**src/lcd_cmd_pkg.sv**
```systemverilog
// Package for the LCD command decoder: command codes, counts, structs.
// Assumes one clock domain and a host bus sampled synchronously.
package lcd_cmd_pkg;

   // ************************************************************
   // Command codes
   // ************************************************************
   localparam logic [7:0] CODE_INIT        = 8'h40;
   localparam logic [7:0] CODE_MEM_WRITE   = 8'h42;
   localparam logic [7:0] CODE_MEM_READ    = 8'h43;
   localparam logic [7:0] CODE_SCROLL      = 8'h44;
   localparam logic [7:0] CODE_CURSOR_WR   = 8'h46;
   localparam logic [7:0] CODE_CURSOR_RD   = 8'h47;
   localparam logic [5:0] CODE_DIR_BASE    = 6'h13;  // 4c..4f >> 2
   localparam logic [7:0] CODE_STANDBY     = 8'h53;
   localparam logic [6:0] CODE_DISP_BASE   = 7'h2c;  // 58/59 >> 1
   localparam logic [7:0] CODE_PIXEL_SHIFT = 8'h5a;
   localparam logic [7:0] CODE_LAYER_MIX   = 8'h5b;
   localparam logic [7:0] CODE_CHAR_BASE   = 8'h5c;

   // ************************************************************
   // Parameter counts and reset values
   // ************************************************************
   localparam int unsigned INIT_BYTES   = 8;
   localparam int unsigned SCROLL_BYTES = 10;
   localparam logic [7:0]  RESET_BYTE   = 8'h00;
   localparam logic [1:0]  RESET_DIR    = 2'h0;
   // Init bytes 6 and 7 are the pitch bytes, taken bytewise; only byte 6 feeds the cursor step
   localparam int unsigned PITCH_LO_IDX = 6;
   localparam int unsigned PITCH_HI_IDX = 7;

   typedef enum logic [1:0] {
      DIR_RIGHT,
      DIR_LEFT,
      DIR_UP,
      DIR_DOWN
   } cursor_dir_t;

   typedef struct packed {
      logic [7:0] data;
      logic       is_command;   // data_type_select high
   } host_byte_t;

   typedef struct packed {
      logic [15:0] addr;
      logic [7:0]  data;
   } mem_req_t;

endpackage : lcd_cmd_pkg

```
**src/lcd_command_decoder.sv**
```systemverilog
// Command decoder of a dot-matrix LCD controller: host bytes to parameters.
// Assumes host pins synchronous to clk; memory side answers on mem_rd_valid.
`timescale 1ns/100ps

// Summary of operation
// 40h init with eight bytes; 53h standby
// 58h/59h display off/on, one flash byte
// Paired bytes update together; lone byte dropped
// 5Ch sets char RAM base, two bytes
// 4Ch-4Fh set cursor direction, no parameters
// 5Ah pixel shift, one parameter byte
// 5Bh layer mix, one parameter byte
// Cursor address bytes handled individually
// 42h streams bytes into display memory
// 43h streams display memory to host reads
// Each unpaired parameter takes effect on receipt
// New command keeps received, leaves rest
// Pitch bytes are independent single bytes
// Two selects choose strobe or enable style
// Host marks commands with select high
// Stream continues, cursor moves, until command
module lcd_command_decoder
   import lcd_cmd_pkg::*;
(
   input  wire logic                clk,
   input  wire logic                rst,
   input  wire logic                bus_style_select_low,
   input  wire logic                bus_style_select_high,
   input  wire logic                chip_select_n,
   input  wire logic                host_rd_n,
   input  wire logic                host_wr_n,
   input  wire logic                data_type_select,
   input  wire logic [7:0]          host_data_in,
   output logic      [7:0]          host_data_out,
   output logic                     host_data_oe,
   output logic      [7:0]          init_param [INIT_BYTES],
   output logic      [7:0]          scroll_param [SCROLL_BYTES],
   output logic                     standby,
   output logic                     display_on,
   output logic      [7:0]          flash_ctrl,
   output logic      [15:0]         char_ram_base,
   output cursor_dir_t              cursor_dir,
   output logic      [7:0]          pixel_shift,
   output logic      [7:0]          layer_mix,
   output logic      [15:0]         cursor_addr,
   output lcd_cmd_pkg::mem_req_t    mem_req,
   output logic                     mem_wr_pulse,
   output logic                     mem_rd_pulse,
   input  wire logic                mem_rd_valid,
   input  wire logic [7:0]          mem_rd_data
);

   // ************************************************************
   // Host bus strobes
   // ************************************************************
   // Select pair both low: separate strobes; otherwise enable + r/w.
   logic       sep_strobes;
   logic       wr_level;
   logic       rd_level;
   logic       wr_q;
   logic       rd_q;
   logic       wr_ev;
   logic       rd_ev;
   host_byte_t hb;

   assign sep_strobes = !bus_style_select_low && !bus_style_select_high;
   always_comb
   begin
      if (sep_strobes)
      begin
         wr_level = !chip_select_n && !host_wr_n && host_rd_n;
         rd_level = !chip_select_n && !host_rd_n && host_wr_n;
      end
      else
      begin
         wr_level = !chip_select_n && host_rd_n && !host_wr_n;
         rd_level = !chip_select_n && host_rd_n && host_wr_n;
      end
   end

   always_ff @(posedge clk)
   begin
      if (rst)
      begin
         wr_q <= 1'b0;
         rd_q <= 1'b0;
      end
      else
      begin
         wr_q <= wr_level;
         rd_q <= rd_level;
      end
   end

   // One event per access, taken on the strobe's leading edge
   assign wr_ev = wr_level && !wr_q;
   assign rd_ev = rd_level && !rd_q;
   assign hb.data       = host_data_in;
   assign hb.is_command = data_type_select;

   wire cmd_ev   = wr_ev && hb.is_command;
   wire param_ev = wr_ev && !hb.is_command;

   // ************************************************************
   // Command register and parameter index
   // ************************************************************
   logic [7:0] cmd_q;
   logic [3:0] idx_q;
   logic [7:0] pend_q;   // first half of a paired item

   always_ff @(posedge clk)
   begin
      if (rst)
      begin
         cmd_q <= 8'h00;
         idx_q <= 4'h0;
      end
      else if (cmd_ev)
      begin
         cmd_q <= hb.data;
         idx_q <= 4'h0;
      end
      else if (param_ev && idx_q != 4'hf)
         idx_q <= idx_q + 4'h1;
      else if (rd_ev && cmd_q == CODE_CURSOR_RD && idx_q != 4'hf)
         idx_q <= idx_q + 4'h1;
   end

   always_ff @(posedge clk)
   begin
      if (rst)
         pend_q <= RESET_BYTE;
      else if (param_ev)
         pend_q <= hb.data;
   end

   // Paired item completes on an odd index, except scroll pair 3/4; the first byte waits in pend_q
   function automatic logic pair_second(input logic [3:0] i);
      pair_second = i[0];
   endfunction : pair_second

   // ************************************************************
   // Parameter registers
   // ************************************************************
   // Init: bytes 0..5 single; 6/7 pitch single. Others land now.
   generate
      for (genvar g = 0; g < INIT_BYTES; g++)
      begin : g_init
         always_ff @(posedge clk)
         begin
            if (rst)
               init_param[g] <= RESET_BYTE;
            else if (param_ev && cmd_q == CODE_INIT
                     && idx_q == 4'(g))
               init_param[g] <= hb.data;
         end
      end
      // Scroll holds address pairs at 0/1,3/4,6/7,8/9; 2 and 5 are single.
      for (genvar s = 0; s < SCROLL_BYTES; s++)
      begin : g_scroll
         localparam bit IS_PAIR_LO = (s == 0) || (s == 3)
                                     || (s == 6) || (s == 8);
         localparam bit IS_PAIR_HI = (s == 1) || (s == 4)
                                     || (s == 7) || (s == 9);
         always_ff @(posedge clk)
         begin
            if (rst)
               scroll_param[s] <= RESET_BYTE;
            else if (param_ev && cmd_q == CODE_SCROLL)
            begin
               if (!IS_PAIR_LO && !IS_PAIR_HI && idx_q == 4'(s))
                  scroll_param[s] <= hb.data;
               else if (IS_PAIR_HI && idx_q == 4'(s))
                  scroll_param[s] <= hb.data;
               else if (IS_PAIR_LO && idx_q == 4'(s + 1))
                  scroll_param[s] <= pend_q;
            end
         end
      end
   endgenerate

   always_ff @(posedge clk)
   begin
      if (rst)
      begin
         standby    <= 1'b0;
         display_on <= 1'b0;
         flash_ctrl <= RESET_BYTE;
         cursor_dir <= DIR_RIGHT;
      end
      else if (cmd_ev)
      begin
         if (hb.data == CODE_STANDBY)
            standby <= 1'b1;
         else if (hb.data == CODE_INIT)
         begin
            standby    <= 1'b0;
            display_on <= 1'b0;
         end
         else if (hb.data[7:1] == CODE_DISP_BASE)
            display_on <= hb.data[0];
         else if (hb.data[7:2] == CODE_DIR_BASE)
            cursor_dir <= cursor_dir_t'(hb.data[1:0]);
      end
      else if (param_ev && cmd_q[7:1] == CODE_DISP_BASE && idx_q == 4'h0)
         flash_ctrl <= hb.data;
   end

   always_ff @(posedge clk)
   begin
      if (rst)
      begin
         char_ram_base <= 16'h0000;
         pixel_shift   <= RESET_BYTE;
         layer_mix     <= RESET_BYTE;
      end
      else if (param_ev)
      begin
         if (cmd_q == CODE_CHAR_BASE && idx_q[3:1] == 3'h0
             && pair_second(idx_q))
            char_ram_base <= {hb.data, pend_q};
         if (cmd_q == CODE_PIXEL_SHIFT && idx_q == 4'h0)
            pixel_shift <= hb.data;
         if (cmd_q == CODE_LAYER_MIX && idx_q == 4'h0)
            layer_mix <= hb.data;
      end
   end

   // ************************************************************
   // Cursor and memory streaming
   // ************************************************************
   wire in_write = (cmd_q == CODE_MEM_WRITE);
   wire in_read  = (cmd_q == CODE_MEM_READ);
   wire stream_wr = param_ev && in_write;
   wire stream_rd = rd_ev && in_read;

   function automatic logic [15:0] step(input logic [15:0] a,
                                        input cursor_dir_t d,
                                        input logic [7:0]  pitch);
      unique case (d)
         DIR_RIGHT: step = a + 16'h0001;
         DIR_LEFT:  step = a - 16'h0001;
         DIR_UP:    step = a - {8'h00, pitch};
         DIR_DOWN:  step = a + {8'h00, pitch};
      endcase
   endfunction : step

   always_ff @(posedge clk)
   begin
      if (rst)
         cursor_addr <= 16'h0000;
      else if (param_ev && cmd_q == CODE_CURSOR_WR && idx_q == 4'h0)
         cursor_addr[7:0] <= hb.data;
      else if (param_ev && cmd_q == CODE_CURSOR_WR && idx_q == 4'h1)
         cursor_addr[15:8] <= hb.data;
      else if (stream_wr || stream_rd)
         cursor_addr <= step(cursor_addr, cursor_dir,
                             init_param[PITCH_LO_IDX]);
   end

   always_ff @(posedge clk)
   begin
      if (rst)
      begin
         mem_req      <= '0;
         mem_wr_pulse <= 1'b0;
         mem_rd_pulse <= 1'b0;
      end
      else
      begin
         mem_wr_pulse <= stream_wr;
         mem_rd_pulse <= (cmd_ev && hb.data == CODE_MEM_READ) || stream_rd;
         if (stream_wr)
            mem_req <= '{addr: cursor_addr, data: hb.data};
         else if (cmd_ev && hb.data == CODE_MEM_READ)
            mem_req.addr <= cursor_addr;
         else if (stream_rd)
            mem_req.addr <= step(cursor_addr, cursor_dir,
                                 init_param[PITCH_LO_IDX]);
      end
   end

   // ************************************************************
   // Host read data
   // ************************************************************
   // Read data is the prefetched byte; cursor reads give the address.
   // Held for the whole read access so a late prefetch cannot tear it.
   logic [7:0] rd_buf_q;
   always_ff @(posedge clk)
   begin
      if (rst)
         rd_buf_q <= RESET_BYTE;
      else if (mem_rd_valid)
         rd_buf_q <= mem_rd_data;
   end

   always_ff @(posedge clk)
   begin
      if (rst)
         host_data_out <= RESET_BYTE;
      else if (!rd_level)
      begin
         if (cmd_q == CODE_CURSOR_RD)
            host_data_out <= pair_second(idx_q) ? cursor_addr[15:8]
                                                : cursor_addr[7:0];
         else
            host_data_out <= rd_buf_q;
      end
   end

   assign host_data_oe = rd_level;

   // ************************************************************
   // Checks
   // ************************************************************
   a_standby_entry: assert property (
      @(posedge clk) disable iff (rst)
      cmd_ev && hb.data == CODE_STANDBY |=> standby)
      else $error("standby not entered");
   a_display_bit: assert property (
      @(posedge clk) disable iff (rst)
      cmd_ev && hb.data[7:1] == CODE_DISP_BASE
      |=> display_on == $past(hb.data[0]))
      else $error("display bit wrong");
   a_pair_lone: assert property (
      @(posedge clk) disable iff (rst)
      param_ev && cmd_q == CODE_CHAR_BASE && idx_q == 4'h0
      |=> $stable(char_ram_base))
      else $error("lone byte applied");
   a_dir_set: assert property (
      @(posedge clk) disable iff (rst)
      cmd_ev && hb.data[7:2] == CODE_DIR_BASE
      |=> cursor_dir == cursor_dir_t'($past(hb.data[1:0])))
      else $error("direction wrong");
   a_shift_set: assert property (
      @(posedge clk) disable iff (rst)
      param_ev && cmd_q == CODE_PIXEL_SHIFT && idx_q == 4'h0
      |=> pixel_shift == $past(hb.data))
      else $error("pixel shift wrong");
   a_mix_set: assert property (
      @(posedge clk) disable iff (rst)
      param_ev && cmd_q == CODE_LAYER_MIX && idx_q == 4'h0
      |=> layer_mix == $past(hb.data))
      else $error("layer mix wrong");
   a_cursor_low: assert property (
      @(posedge clk) disable iff (rst)
      param_ev && cmd_q == CODE_CURSOR_WR && idx_q == 4'h0
      |=> cursor_addr[15:8] == $past(cursor_addr[15:8]))
      else $error("cursor high disturbed");
   a_write_stream: assert property (
      @(posedge clk) disable iff (rst)
      stream_wr |=> mem_wr_pulse && mem_req.data == $past(hb.data))
      else $error("memory write missed");
   a_read_hold: assert property (
      @(posedge clk) disable iff (rst)
      rd_level |=> $stable(host_data_out))
      else $error("read data changed in access");
   a_init_now: assert property (
      @(posedge clk) disable iff (rst)
      param_ev && cmd_q == CODE_INIT && idx_q == 4'h0
      |=> init_param[0] == $past(hb.data))
      else $error("init byte late");

endmodule : lcd_command_decoder
```
**config.mk**
```make
export PLATFORM = sky130hd
export DESIGN_NAME = lcd_command_decoder
export DESIGN_NICKNAME = d
export VERILOG_FILES = /design/src/lcd_cmd_pkg.sv /design/src/lcd_command_decoder.sv
export SDC_FILE = /design/constraint.sdc
export NUM_CORES = 1
export LEC_CHECK = 0
export ABC_AREA = 1
export BUFFER_PORTS_ARGS = -buffer_cell sky130_fd_sc_hd__buf_4
export CORE_UTILIZATION = 49
export DETAILED_ROUTE_END_ITERATION = 16
export MAX_ROUTING_LAYER = met4
export PLACE_DENSITY_LB_ADDON = 0.05
export RECOVER_POWER = 100
export SYNTH_ARGS = -nofsm -noshare
export SYNTH_HDL_FRONTEND = slang
export SYNTH_SLANG_ARGS = --single-unit
```
**constraint.sdc**
```tcl
create_clock -name clk -period 2.3 [get_ports clk]
set_input_delay 0.115 -clock clk [delete_from_list [all_inputs] [get_ports clk]]
set_output_delay 0.115 -clock clk [all_outputs]
set_load 0.01 [all_outputs]
```
* Word-level counts from Yosys, hierarchy flattened
Index checks and enable logic that the tools add are counted.
Word-level totals: bits in latches 0, memories 0, register bits 268, memory bits (read-only) 0, input bits 25, RAM bits 0, output and inout bits 239, logic and storage cells 166
Operators by class: shifts and indexed selects 0, reductions and logical operators 72, magnitude comparators 0, muxes and demuxes 18, div/mod/pow operators 0, eq/ne operators 28, bitwise gates (word level) 5, add/subtract/negate cells 5, $mul 0
Operator list (number):
- equality test 8 x 7 -> 1 bit (second input constant) | 12
- 2-to-1 mux 16 bit | 4
- case mux 16 bit (4 select lines) | 1
- 2-to-1 mux 8 bit | 5
- logical AND 1 bit | 37
- AND reduction 2 bit | 13
- adder 16 x 1 -> 16 bit (second input constant) | 1
- adder 16 x 8 -> 16 bit | 1
- equality test 4 x 3 -> 1 bit (second input constant) | 4
- subtractor 16 x 1 -> 16 bit (second input constant) | 1
- subtractor 16 x 8 -> 16 bit | 1
- equality test 7 x 6 -> 1 bit (second input constant) | 2
- nonzero test 2 bit | 5
- equality test 4 x 2 -> 1 bit (second input constant) | 2
- logical NOT 1 bit | 8
- 2-to-1 mux 4 bit | 2
- equality test 6 x 5 -> 1 bit (second input constant) | 1
- 2-to-1 mux 1 bit | 6
- NOT 1 bit | 5
- AND reduction 5 bit | 1
- adder 4 x 1 -> 4 bit (second input constant) | 1
- equality test 2 bit (second input constant) | 2
- equality test 4 x 1 -> 1 bit (second input constant) | 1
- equality test 4 bit (second input constant) | 1
- 10 further kinds | 11

* Depth between registers and ports, before layout
Gate-level depths: netlist of run 1.
depth in word-level cells 11, mapped depth 19, gate-level depth less buffers 19

* Worst setup path after synthesis of run 1
OpenSTA, ideal clock, no wires.
kind register -> register, start register cursor_dir[1], end register mem_req[16] in the netlist's numbering, required time 2.172 ns, stages on the path, launching flop included 18, buffers on the path 1, library setup time 0.128 ns, slack -0.241 ns, arrival 2.414 ns, period minus slack after synthesis 2.541 ns, cells stage by stage dfxtp_1 > clkbuf_1 > inv_1 > nor2_1 > inv_1 > o21ai_0 > inv_1 > fa_1 > inv_1 > nand3_1 > nand3_1 > nand2_1 > nand2_1 > nand2_1 > nand3_1 > nand2_1 > a21oi_1 > nor2_1
Between the ends: longest elaborated chain between the ends 5, elaborated cells between the ends (all ways) 8, those cells by class eq/ne: 3; mux: 4; reduce/logical: 1
RTL lines:
- start, declared | line lcd_command_decoder.sv:42 | output cursor_dir_t cursor_dir,
- start signal, assigned | line lcd_command_decoder.sv:203 | cursor_dir <= cursor_dir_t'(hb.data[1:0]);
- equality test 2 bit (tied with other cells) | line lcd_command_decoder.sv:240 | unique case (d)
- case mux 16 bit (4 select lines) * | line lcd_command_decoder.sv:240
- 2-to-1 mux 16 bit * | line lcd_command_decoder.sv:277 | else if (stream_rd)
- 2-to-1 mux 16 bit * | line lcd_command_decoder.sv:275 | else if (cmd_ev && hb.data == CODE_MEM_READ)
- 2-to-1 mux 16 bit * | line lcd_command_decoder.sv:273 | if (stream_wr)
- end signal, assigned | line lcd_command_decoder.sv:274 | mem_req <= '{addr: cursor_addr, data: hb.data};
- end, declared | line lcd_command_decoder.sv:46 | output lcd_cmd_pkg::mem_req_t mem_req,
Every way passes the cells marked *; elsewhere a longest branch is shown, timed or not. The select of a mux whose other input is x is not followed. A chain may end at the register's enable or synchronous reset.

* Worst setup path after layout of run 1
start register init_param[9] in the netlist's numbering, end register cursor_addr[14]
Between the ends: longest elaborated chain between the ends 4, elaborated cells between the ends (all ways) 5, those cells by class add/sub: 2; mux: 3
RTL lines:
- start, declared | line lcd_command_decoder.sv:36 | output logic [7:0] init_param [INIT_BYTES],
- start signal, assigned by index | line lcd_command_decoder.sv:155 | init_param[g] <= hb.data;
- adder 16 x 8 -> 16 bit or subtractor 16 x 8 -> 16 bit (tied branches) | line lcd_command_decoder.sv:244, lcd_command_decoder.sv:243
- case mux 16 bit (4 select lines) * | line lcd_command_decoder.sv:240
- 2-to-1 mux 16 bit * | line lcd_command_decoder.sv:256 | else if (stream_wr || stream_rd)
- 2-to-1 mux 8 bit * | line lcd_command_decoder.sv:254 | else if (param_ev && cmd_q == CODE_CURSOR_WR && idx_q == 4'h1)
- end signal, assigned | line lcd_command_decoder.sv:255 | cursor_addr[15:8] <= hb.data;
- end signal, assigned | line lcd_command_decoder.sv:257 | cursor_addr <= step(cursor_addr, cursor_dir,
- end, declared | line lcd_command_decoder.sv:45 | output logic [15:0] cursor_addr,
Marks and branches as above.

==> impl_metrics.toml, run 1 <==
[drt]
first_iter_violations = 941
wire_per_inst_um = 17.4
vias = 12200
viasPerCell = 5.40
dr.pass1.iters = 5
drc = 0
ant_nets = 0
drt-total-wl_mm = 39.4

[global_routing]
grt_start_max_net_pins = 108
grt_usage_pct = 32.8
grt_pass1_vias = 11300
grt_pass1_wl_mm = 61.0
antenna_found_initial = 0
gr-total-overflow = 0

[clocking]
tritoncts = "done"
clkSlewWorstSetupHoldPaths_ns = 0.06
clock_path_buffers = 3
cts-root-buf = "clkbuf_16"
cts.sinks = 268
htreeDepth = 1
clk_latency_ns = 0.54
cts_buffers = 27

[synthesis]
synth_top_family_by_area = "simple AND/OR/NAND/NOR gates"
syn-num-nets = 1646
synth_cell_types = 32
synth.cell_area_sq_um = 11600
syn_inst = 1599
avgSynthCellArea_sq_um = 7.23
synth-compound-area-share_pct = 18.8
synthAdderAreaFrac_pct = 2.45
muxShareOfSynthArea_pct = 0
synth_seq_area_share_pct = 46.4
yosys_warnings = 0
synth-seq-cells = 268
yosys.area_share.simple_pct = 22.7
synth_xor_area_share_pct = 0.834

[worst_setup_path]
critPathTopFamily = "simple AND/OR/NAND/NOR gates"
worstPathMaxFanout = 4
arrival_ns = 2.97
critPathMaxStageDelay_ns = 0.36
worst_setup_path_start_kind = "register"
reg2reg_slack_ns = -0.24
crit_required_ns = 2.73
path_buf_inv = 2
crit_type = "register to register"
path_cells = "inv_4 -> ha_4 -> nand2_4 -> nor3_4 -> inv_2 -> nor3_4 -> o21ai_4 -> ha_4 -> nand2_4 -> nor2_4 -> and2_4 -> nand2_2 -> nand3_1 -> nand2_2 -> a21oi_2 -> nor2_1"
slowest_stage = "dfxtp_4"
end_kind = "register"

[run_status]
status = "complete, but fails checks"
violations = "negative setup slack"

[sta]
setup-tns-final_ns = -2.98
skew_ns = 0.00981
setup_violations = 22
fin_crit_ns = 2.54
slew_viol_final = 0
hold_violations = 0
relSlewSlack_pct = 20.9
rsz0062_at_grt = "true"
period_share_pct = 111
max_slew.worst_pin.slew_ns = 1.19
max_freq_mhz = 393
fin_ws_ns = -0.242

[cells_and_area]
fin_nets = 1982
fin_util_pct = 67.5
instances_no_fill = 2265
fill_cells = 2143
syn_to_final_growth_pct = 33.7
drive_above_1_share_pct = 19.2
diodes = 0

[power_and_ir_drop]
p_leak_uw = 0.00629
power_density_nw_per_um2 = 603
max-vdd-ir-drop_mv = 0.516

[floorplanning]
initial_core_util_pct = 50.4
dieArea_sq_um = 24200
die_h_um = 156
coreArea_sq_um = 22900
io_pins = 264
rows = 55
die_width_um = 156

[flow_run]
drv_cap = 0

[place]
io_buffers = 263
place_inst = 2189
hpwl_mm = 27.0
gp_congestion = 0.924

[min_path]
hp-class = "input port to register"
logic make-up after synthesis:
group                      after synthesis
and+or+nand+nor                        611
AOI/OAI and AO/OA                      426
DFF                                    268
buffers and inverters                  261
adders and majority gates               22
xor gates and xnor gates                11
synthesized netlist by cell type, drive strengths merged:
cell type / n / area [sq um]
nand2: 306 / 1160
dfxtp: 268 / 5370
a21oi: 236 / 1180
o21ai: 172 / 861
inv: 166 / 623
nor2: 131 / 502
nand3: 127 / 651
clkbuf: 76 / 285
nor3: 22 / 158
ha: 21 / 263
nand4: 18 / 113
buf: 13 / 78.8
a211oi: 8 / 60.1
o211ai: 8 / 60.1
xor2: 8 / 70.1
clkinv: 6 / 22.5
and2: 3 / 18.8
xnor2: 3 / 26.3
a22oi: 2 / 15.0
nand3b: 2 / 15.0
fa: 1 / 20.0
nor3b: 1 / 7.51
nor4: 1 / 6.26
cells in the final DEF, fill, tap and decap left out, types with 5 or more instances in the layout:
cell	netlist	layout
nand3_1	124	107
nand3_2	3	18
nor3_2	5	5
o21ai_0	157	148
o21ai_2	0	5
buf_4	3	148
ha_4	0	12
inv_1	161	141
inv_2	5	20
ha_1	21	9
buf_6	1	5
nor3_1	15	11
nand2_4	0	13
nand2_1	303	237
clkbuf_16	0	27
o211ai_1	8	8
nor2_2	4	10
clkbuf_8	0	5
a21oi_1	236	225
a211oi_1	8	8
o21ai_1	15	18
xor2_1	8	6
dlygate4sd3_1	0	22
a21oi_2	0	10
nand4_1	18	18
dfxtp_1	268	265
nor2_1	127	111
clkinv_1	6	6
nand2_2	3	54
nor3_4	2	6
clkbuf_1	76	229
nor2_4	0	10
repair_timing:
| action | CTS | global route |
|---|---|---|
| hold buffers | 22 | 0 |
| pin swaps | 38 | 96 |
| endpoints found under the hold margin | 21 | 0 |
| buffers inserted | 5 | 6 |
| resized for setup | 85 | 130 |
| setup endpoints to repair | 26 | 27 |
stage by stage:
| step | instance area, sq um | setup slack (ns) | total power, uW | hold slack, ns |
|---|---|---|---|---|
| floorplan | 11600 | 0.0126 | 5000 | 0.192 |
| global placement | 14400 | -0.271 | 5170 | 0.308 |
| global route | 15500 | -0.377 | 9600 | 0.0178 |
| CTS | 15800 | -0.221 | 9370 | 0.00841 |
| detailed placement | 14400 | -0.408 | 5170 | 0.314 |
| finish | 15500 | -0.242 | 9330 | 0.0346 |
registers in the layout (all words and copies together) (netlist names):
signal / count
idx_q: 4
cursor_addr: 16
scroll_param: 80
cmd_q: 8
wr_q: 1
display_on: 1
standby: 1
init_param: 64
mem_wr_pulse: 1
char_ram_base: 16
layer_mix: 8
flash_ctrl: 8
mem_req: 24
host_data_out: 8
rd_buf_q: 8
pixel_shift: 8
cursor_dir: 2
pend_q: 8
rd_q: 1
mem_rd_pulse: 1
per-layer routing:
layer  up-vias  routed length (um)  GRT usage, %
met3       102                3150          4.75
met5         -                   0             -
met2       543               17800          50.1
met4         0                1260          11.5
met1      5645               17200          44.4
li1       5935                   -             -
worst register-to-register path: stages (launching register included):
cell and delay [ns]:
dfxtp_4 0.36, inv_4 0.06, ha_4 0.14, nand2_4 0.06, nor3_4 0.19, inv_2 0.07
nor3_4 0.27, o21ai_4 0.13, ha_4 0.34, nand2_4 0.08, nor2_4 0.15, and2_4 0.15
nand2_2 0.05, nand3_1 0.09, nand2_2 0.08, a21oi_2 0.15, nor2_1 0.06
final timing paths:
kind	from	end	cells past startpoint
worst max register to register	init_param[9]	cursor_addr[14]	16
worst min-delay path	host_data_in[2]	scroll_param[58]	3
worst max-delay path	init_param[9]	cursor_addr[14]	16
worst min register to register	scroll_param[10]	scroll_param[10]	2
where the power goes:
part | total [uW] | switching [uW] | internal [uW] | leakage [uW]
registers | 4700 | 25.6 | 4670 | 0.00216
logic | 405 | 280 | 125 | 0.00372
clock network | 4230 | 1790 | 2430 | 0.000407
total | 9330 | 2100 | 7230 | 0.00629
cell type report:
| type | instances | area (sq um) | share of cell area [%] |
|---|---|---|---|
| clock buffer | 42 | 782 | 5.06 |
| multi-input combinational | 1070 | 5950 | 38.5 |
| tap | 313 | 392 | 2.53 |
| clock inverter | 4 | 52.6 | 0.340 |
| inverter | 172 | 659 | 4.27 |
| timing repair buffer | 396 | 2250 | 14.6 |
| sequential | 268 | 5370 | 34.8 |
Note: power is estimated with default switching activity, not from simulation.
==> inputs of run 2 (changes only) <==
--- a/config.mk
+++ b/config.mk
@@ -7,7 +7,8 @@
 export LEC_CHECK = 0
 export ABC_AREA = 1
 export BUFFER_PORTS_ARGS = -buffer_cell sky130_fd_sc_hd__buf_4
-export CORE_UTILIZATION = 49
+export CORE_ASPECT_RATIO = 1.25
+export CORE_UTILIZATION = 54
 export DETAILED_ROUTE_END_ITERATION = 16
 export MAX_ROUTING_LAYER = met4
 export PLACE_DENSITY_LB_ADDON = 0.05
==> constraint.sdc (replaced) <==
create_clock -name clk -period 2.7 [get_ports clk]
set_input_delay 0.135 -clock clk [delete_from_list [all_inputs] [get_ports clk]]
set_output_delay 0.135 -clock clk [all_outputs]
set_load 0.01 [all_outputs]
==> run 2 against run 1 <==
  * The flow now finishes without violations
  * Design area fell by 3.1%
  * Total power shrank 7.7%
  * Clock skew up 0.0072 ns
  * Sequential power is 15% lower
  * Highest routed layer unchanged
  * Non-clock buffer count decreased by 51
  * Worst setup slack gained 0.34 ns
  * Sequential share of layout area grew 1.1 points
  * Core utilization increased by 4.2 points
  * Critical path depth is 2 higher
==> impl_metrics.toml, run 2 (synthesis gave the netlist of run 1 again) <==
[clocking]
cts.sinks = 268
tritoncts = "done"
clkSlewWorstSetupHoldPaths_ns = 0.07
cts-root-buf = "clkbuf_16"
htreeDepth = 1
clk_latency_ns = 0.54
cts_buffers = 27
clock_path_buffers = 3

[floorplanning]
initial_core_util_pct = 55.3
rows = 59
die_width_um = 133
io_pins = 264
dieArea_sq_um = 22000
coreArea_sq_um = 20900
die_h_um = 166

[global_routing]
grt_pass1_vias = 11200
grt_pass1_wl_mm = 58.7
grt_start_max_net_pins = 103
grt_usage_pct = 34.7
antenna_found_initial = 0
gr-total-overflow = 0

[drt]
viasPerCell = 5.56
drc = 0
first_iter_violations = 828
dr.pass1.iters = 7
top_layer_used = "met4"
vias = 12100
drt-total-wl_mm = 38.7
m1WireLength_mm = 15.0
met3_length_mm = 2.81
dr_wl_met2_mm = 19.2
ant_nets = 0
wire_per_inst_um = 17.8

[cells_and_area]
diodes = 0
fill_cells = 1851
drive_above_1_share_pct = 16.2
mostFrequentLayoutCell = "nand2_1"
largest_register = "scroll_param"
fin_nets = 1931
mostFrequentLayoutCells = "nand2_1 (291), dfxtp_1 (264), a21oi_1 (231)"
reg.largest.list = "scroll_param (80), init_param (64), mem_req (24)"
final_area_sq_um = 15000
largest_reg_flops = 80
syn_to_final_growth_pct = 29.6

[place]
post-place-ws_ns = 0.00825
hpwl_mm = 26.2
dpl_cell_area_sq_um = 14000
io_buffers = 263
gp_congestion = 0.999

[worst_setup_path]
arrival_ns = 3.07
slowest_stage = "dfxtp_4"
crit_type = "register to register"
worstPathMaxFanout = 5
path_cells = "inv_4 -> ha_4 -> nand2_4 -> nor3_4 -> inv_1 -> nor3_2 -> buf_4 -> o21ai_2 -> ha_4 -> nand2_2 -> nor2_2 -> and2_1 -> nand2_1 -> nand2_1 -> nand2_1 -> nand2_1 -> nand2_1 -> a21oi_1"
critPathTopFamily = "simple AND/OR/NAND/NOR gates"
critPathMaxStageDelay_ns = 0.37
end_kind = "register"
crit_top_cell = "nand2_1"
crit_required_ns = 3.16
worst_setup_path_start_kind = "register"
path_buf_inv = 3

[power_and_ir_drop]
p_leak_uw = 0.00624
max-vdd-ir-drop_mv = 0.497
power_density_nw_per_um2 = 575

[sta]
hold_violations = 0
fin_crit_ns = 2.61
setup_violations = 0
skew_ns = 0.0170
period_share_pct = 96.5
rsz0062_at_grt = "true"
relSlewSlack_pct = 42.1
max_freq_mhz = 384
fin_ws_ns = 0.0941
max_slew.worst_pin.slew_ns = 0.865
slew_viol_final = 0

[flow_run]
drv_cap = 0

[run_status]
status = "finished, final reports clean"

[min_path]
hp-class = "input port to register"
==> run 2: cell count changes in the layout (fill, tap and decap cells not counted), sizes merged <==
cell	previous run	this run
buf	155	186
dlygate4sd3	22	19
clkbuf	261	177
clkinvlp	0	1
bufinv	1	6
clkinv	9	11
inv	166	167
==> run 2: stage by stage <==
| step | power (uW) | util [%] | hold WS, ns | setup TNS [ns] | instances |
|---|---|---|---|---|---|
| 3_3_place_gp | 4390 | 66.9 | 0.326 | 0 | 2106 |
| 3_5_place_dp | 4390 | 66.9 | 0.333 | 0 | 2106 |
| 4_1_cts | 8630 | 72.8 | 0.0162 | 0 | 2175 |
| 5_1_grt | 8830 | 71.7 | 0.0250 | -0.504 | 2179 |
| 2_1_floorplan | 4260 | - | 0.212 | 0 | 1599 |
| 6_report | 8610 | 71.7 | 0.0291 | 0 | 2179 |
==> run 2: repair_timing <==
item,in CTS,in global routing
hold buffers,19,0
gates resized for setup,2,67
endpoints found under the hold margin,25,0
endpoints found under the setup margin,5,24
buffers inserted,0,4
pin swaps,0,20
==> run 2: area by class of cell <==
cell class,count,area (sq um),share of cell area (%)
Multi-Input combinational cell,1070,5450,36.4
Clock inverter,13,229,1.53
Timing Repair Buffer,345,2140,14.3
Sequential cell,268,5370,35.9
Clock buffer,37,803,5.36
Inverter,172,649,4.34
Tap cell,274,343,2.29
==> run 2: power by group <==
group	internal, uW	switching, uW	leakage [uW]
registers	3980	23.7	0.00216
clock network	2660	1610	0.000508
logic	103	234	0.00356
==> run 2: layer usage <==
| metal | GRT usage, % | vias to the layer above |
|---|---|---|
| li1 | - | 5832 |
| met2 | 59.4 | 503 |
| met1 | 40.2 | 5640 |
| met5 | - | - |
| met4 | 14.8 | 0 |
| met3 | 5.83 | 132 |
==> run 2: path summary, 6_finish.rpt <==
kind	startpoint	end	slack (ns)	depth (start not counted)
setup / recovery	init_param[9]	mem_req[22]	0.09	18
hold / removal	host_data_in[7]	scroll_param[39]	0.03	3
setup reg to reg	init_param[9]	mem_req[22]	0.09	18
hold reg to reg	scroll_param[11]	scroll_param[11]	0.45	2
==> run 2: worst min-delay path, stage by stage <==
cell and delay (ns):
buf_4 0.20, nand3_1 0.11, a21oi_1 0.06
==> inputs of run 3 (changes only) <==
--- a/config.mk
+++ b/config.mk
@@ -10,7 +10,6 @@
 export CORE_ASPECT_RATIO = 1.25
 export CORE_UTILIZATION = 54
 export DETAILED_ROUTE_END_ITERATION = 16
-export MAX_ROUTING_LAYER = met4
 export PLACE_DENSITY_LB_ADDON = 0.05
 export RECOVER_POWER = 100
 export SYNTH_ARGS = -nofsm -noshare
==> constraint.sdc (replaced) <==
create_clock -name clk -period 2.7 [get_ports clk]
set_input_delay 0.405 -clock clk [delete_from_list [all_inputs] [get_ports clk]]
set_output_delay 0.405 -clock clk [all_outputs]
set_load 0.01 [all_outputs]
==> run 3 against run 2 <==
  * Worst setup slack gained 0.012 ns
  * Design area shrank 3.2%
  * Die area is the same
  * Count of clock-buffer cells in the layout shrank 4
  * First-iteration DRC count shrank 11%
  * Sequential cell count is the same
  * Highest routed layer unchanged
==> impl_metrics.toml, run 3 (synthesis gave the netlist of run 1 again) <==
[run_status]
status = "finished, final reports clean"

[power_and_ir_drop]
max-vdd-ir-drop_mv = 0.585
p_leak_uw = 0.00579
power_density_nw_per_um2 = 567

[sta]
max_freq_mhz = 386
fin_crit_ns = 2.59
period_share_pct = 96.1
skew_ns = 0.0217
hold_violations = 0
max_slew.worst_pin.slew_ns = 1.24
setup_violations = 0
relSlewSlack_pct = 16.7
rsz0062_at_grt = "true"
slew_viol_final = 0

[clocking]
htreeDepth = 1
cts-root-buf = "clkbuf_16"
clock_path_buffers = 3
cts_buffers = 27
clk_latency_ns = 0.55
tritoncts = "done"
clkSlewWorstSetupHoldPaths_ns = 0.07
cts.sinks = 268

[drt]
wire_per_inst_um = 17.5
viasPerCell = 5.55
first_iter_violations = 736
drc = 0
ant_nets = 0
dr.pass1.iters = 5
drt-total-wl_mm = 37.7
vias = 12000

[place]
io_buffers = 263
dpl_cell_area_sq_um = 14000
gp_congestion = 1.01
hpwl_mm = 26.3
place_inst = 2103

[worst_setup_path]
path_cells = "inv_4 -> ha_4 -> a21oi_1 -> xor2_1 -> inv_1 -> ha_1 -> nand2_1 -> nand3_1 -> nand2_1 -> nand2_1 -> xor2_2 -> nand2_1 -> nand2_1 -> nor2_1 -> nor2_1"
reg2reg_depth = 15
worst_setup_path_start_kind = "register"
reg2reg_slack_ns = 0.11
end_kind = "register"
slowest_stage = "dfxtp_4"
crit_top_cell = "nand2_1"
critPathMaxStageDelay_ns = 0.39
crit_start = "init_param[9]"
crit_type = "register to register"
worstPathMaxFanout = 6
endpoint = "mem_req[13]"
path_buf_inv = 2
arrival_ns = 2.99
critPathTopFamily = "simple AND/OR/NAND/NOR gates"
reg2reg_to = "mem_req[13]"
r2r_start = "init_param[9]"
crit_required_ns = 3.09
path_depth = 15

[floorplanning]
io_pins = 264
dieArea_sq_um = 22000
coreArea_sq_um = 20900
die_width_um = 133
rows = 59
initial_core_util_pct = 55.3
die_h_um = 166

[cells_and_area]
largest_register = "scroll_param"
fin_nets = 1911
diodes = 0
instances_no_fill = 2159
mostFrequentLayoutCells = "nand2_1 (284), dfxtp_1 (264), a21oi_1 (230)"
final_area_sq_um = 14500
mostFrequentLayoutCell = "nand2_1"
drive_above_1_share_pct = 13.3
reg.largest.list = "scroll_param (80), init_param (64), mem_req (24)"
syn_to_final_growth_pct = 25.4
largest_reg_flops = 80

[global_routing]
grt_usage_pct = 33.1
grt_pass1_vias = 11100
grt_pass1_wl_mm = 57.9
antenna_found_initial = 0
grt_start_max_net_pins = 86
gr-total-overflow = 0

[min_path]
hp-class = "input port to register"

[flow_run]
drv_cap = 0
[run 3: cell types whose count changed in the layout (fill, tap and decap cells not counted), moves of 4 or more]
| cell | before | now |
|---|---|---|
| nand2_2 | 13 | 19 |
| clkbuf_8 | 9 | 4 |
| dlygate4sd3_1 | 19 | 0 |
| inv_1 | 158 | 154 |
| nand2_1 | 291 | 284 |
| buf_4 | 184 | 108 |
| clkbuf_1 | 141 | 216 |
[run 3: worst min-delay path by stage]
stage | startpoint | end | slack (ns) | cells past startpoint
3_3_place_gp | scroll_param[78] | scroll_param[78] | 0.43 | 2
4_1_cts | chip_select_n | wr_q | 0.04 | 2
5_1_grt | chip_select_n | wr_q | 0.04 | 2
2_1_floorplan | cmd_q[6] | cmd_q[6] | 0.43 | 2
3_5_place_dp | scroll_param[3] | scroll_param[3] | 0.44 | 2
6_report | chip_select_n | wr_q | 0.04 | 2
[run 3: power breakdown]
part / switching, uW / total, uW / leakage [uW] / internal, uW
logic: 226 / 306 / 0.00317 / 79.9
registers: 21.2 / 4000 / 0.00216 / 3980
clock network: 1650 / 3910 / 0.000454 / 2260
total: 1900 / 8220 / 0.00579 / 6320
[run 3: per-stage QoR]
| stage | worst slack, ns | power, uW | hold slack [ns] | util [%] | TNS, ns |
|---|---|---|---|---|---|
| after floorplan | 0.159 | 4260 | 0.430 | - | 0 |
| after global placement | 0.0400 | 4400 | 0.432 | 66.9 | 0 |
| after detailed placement | -0.0704 | 4400 | 0.435 | 66.9 | -0.149 |
| after CTS | 0.00375 | 8240 | 0.0360 | 71.4 | 0 |
| after global routing | -0.0536 | 8450 | 0.0411 | 69.4 | -0.182 |
| final | 0.106 | 8220 | 0.0442 | 69.4 | 0 |
[run 3: area by class of cell]
type                       count  area [sq um]
fill                        1952          6400
multi-input combinational   1070          5530
sequential                   268          5380
timing repair buffer         325          1660
clock buffer                  33           738
inverter                     172           652
tap                          274           343
clock inverter                17           199
[run 3: layer usage]
metal | vias to the layer above | track usage (%) | wire, um | part of all wire, %
li1 | 5784 | - | - | -
met1 | 5638 | 38.5 | 14600 | 39
met2 | 456 | 58.4 | 18700 | 50
met3 | 114 | 5.74 | 2680 | 7.1
met4 | 0 | 17.3 | 1720 | 4.5
met5 | - | 0 | 0 | 0
[run 3: what timing repair did]
action / 4_1_cts / 5_1_grt
resized for setup: 2 / 90
setup endpoints to repair: 5 / 24
setup buffers: 0 / 6
pin swaps: 0 / 40
hold buffers: 0 / 0
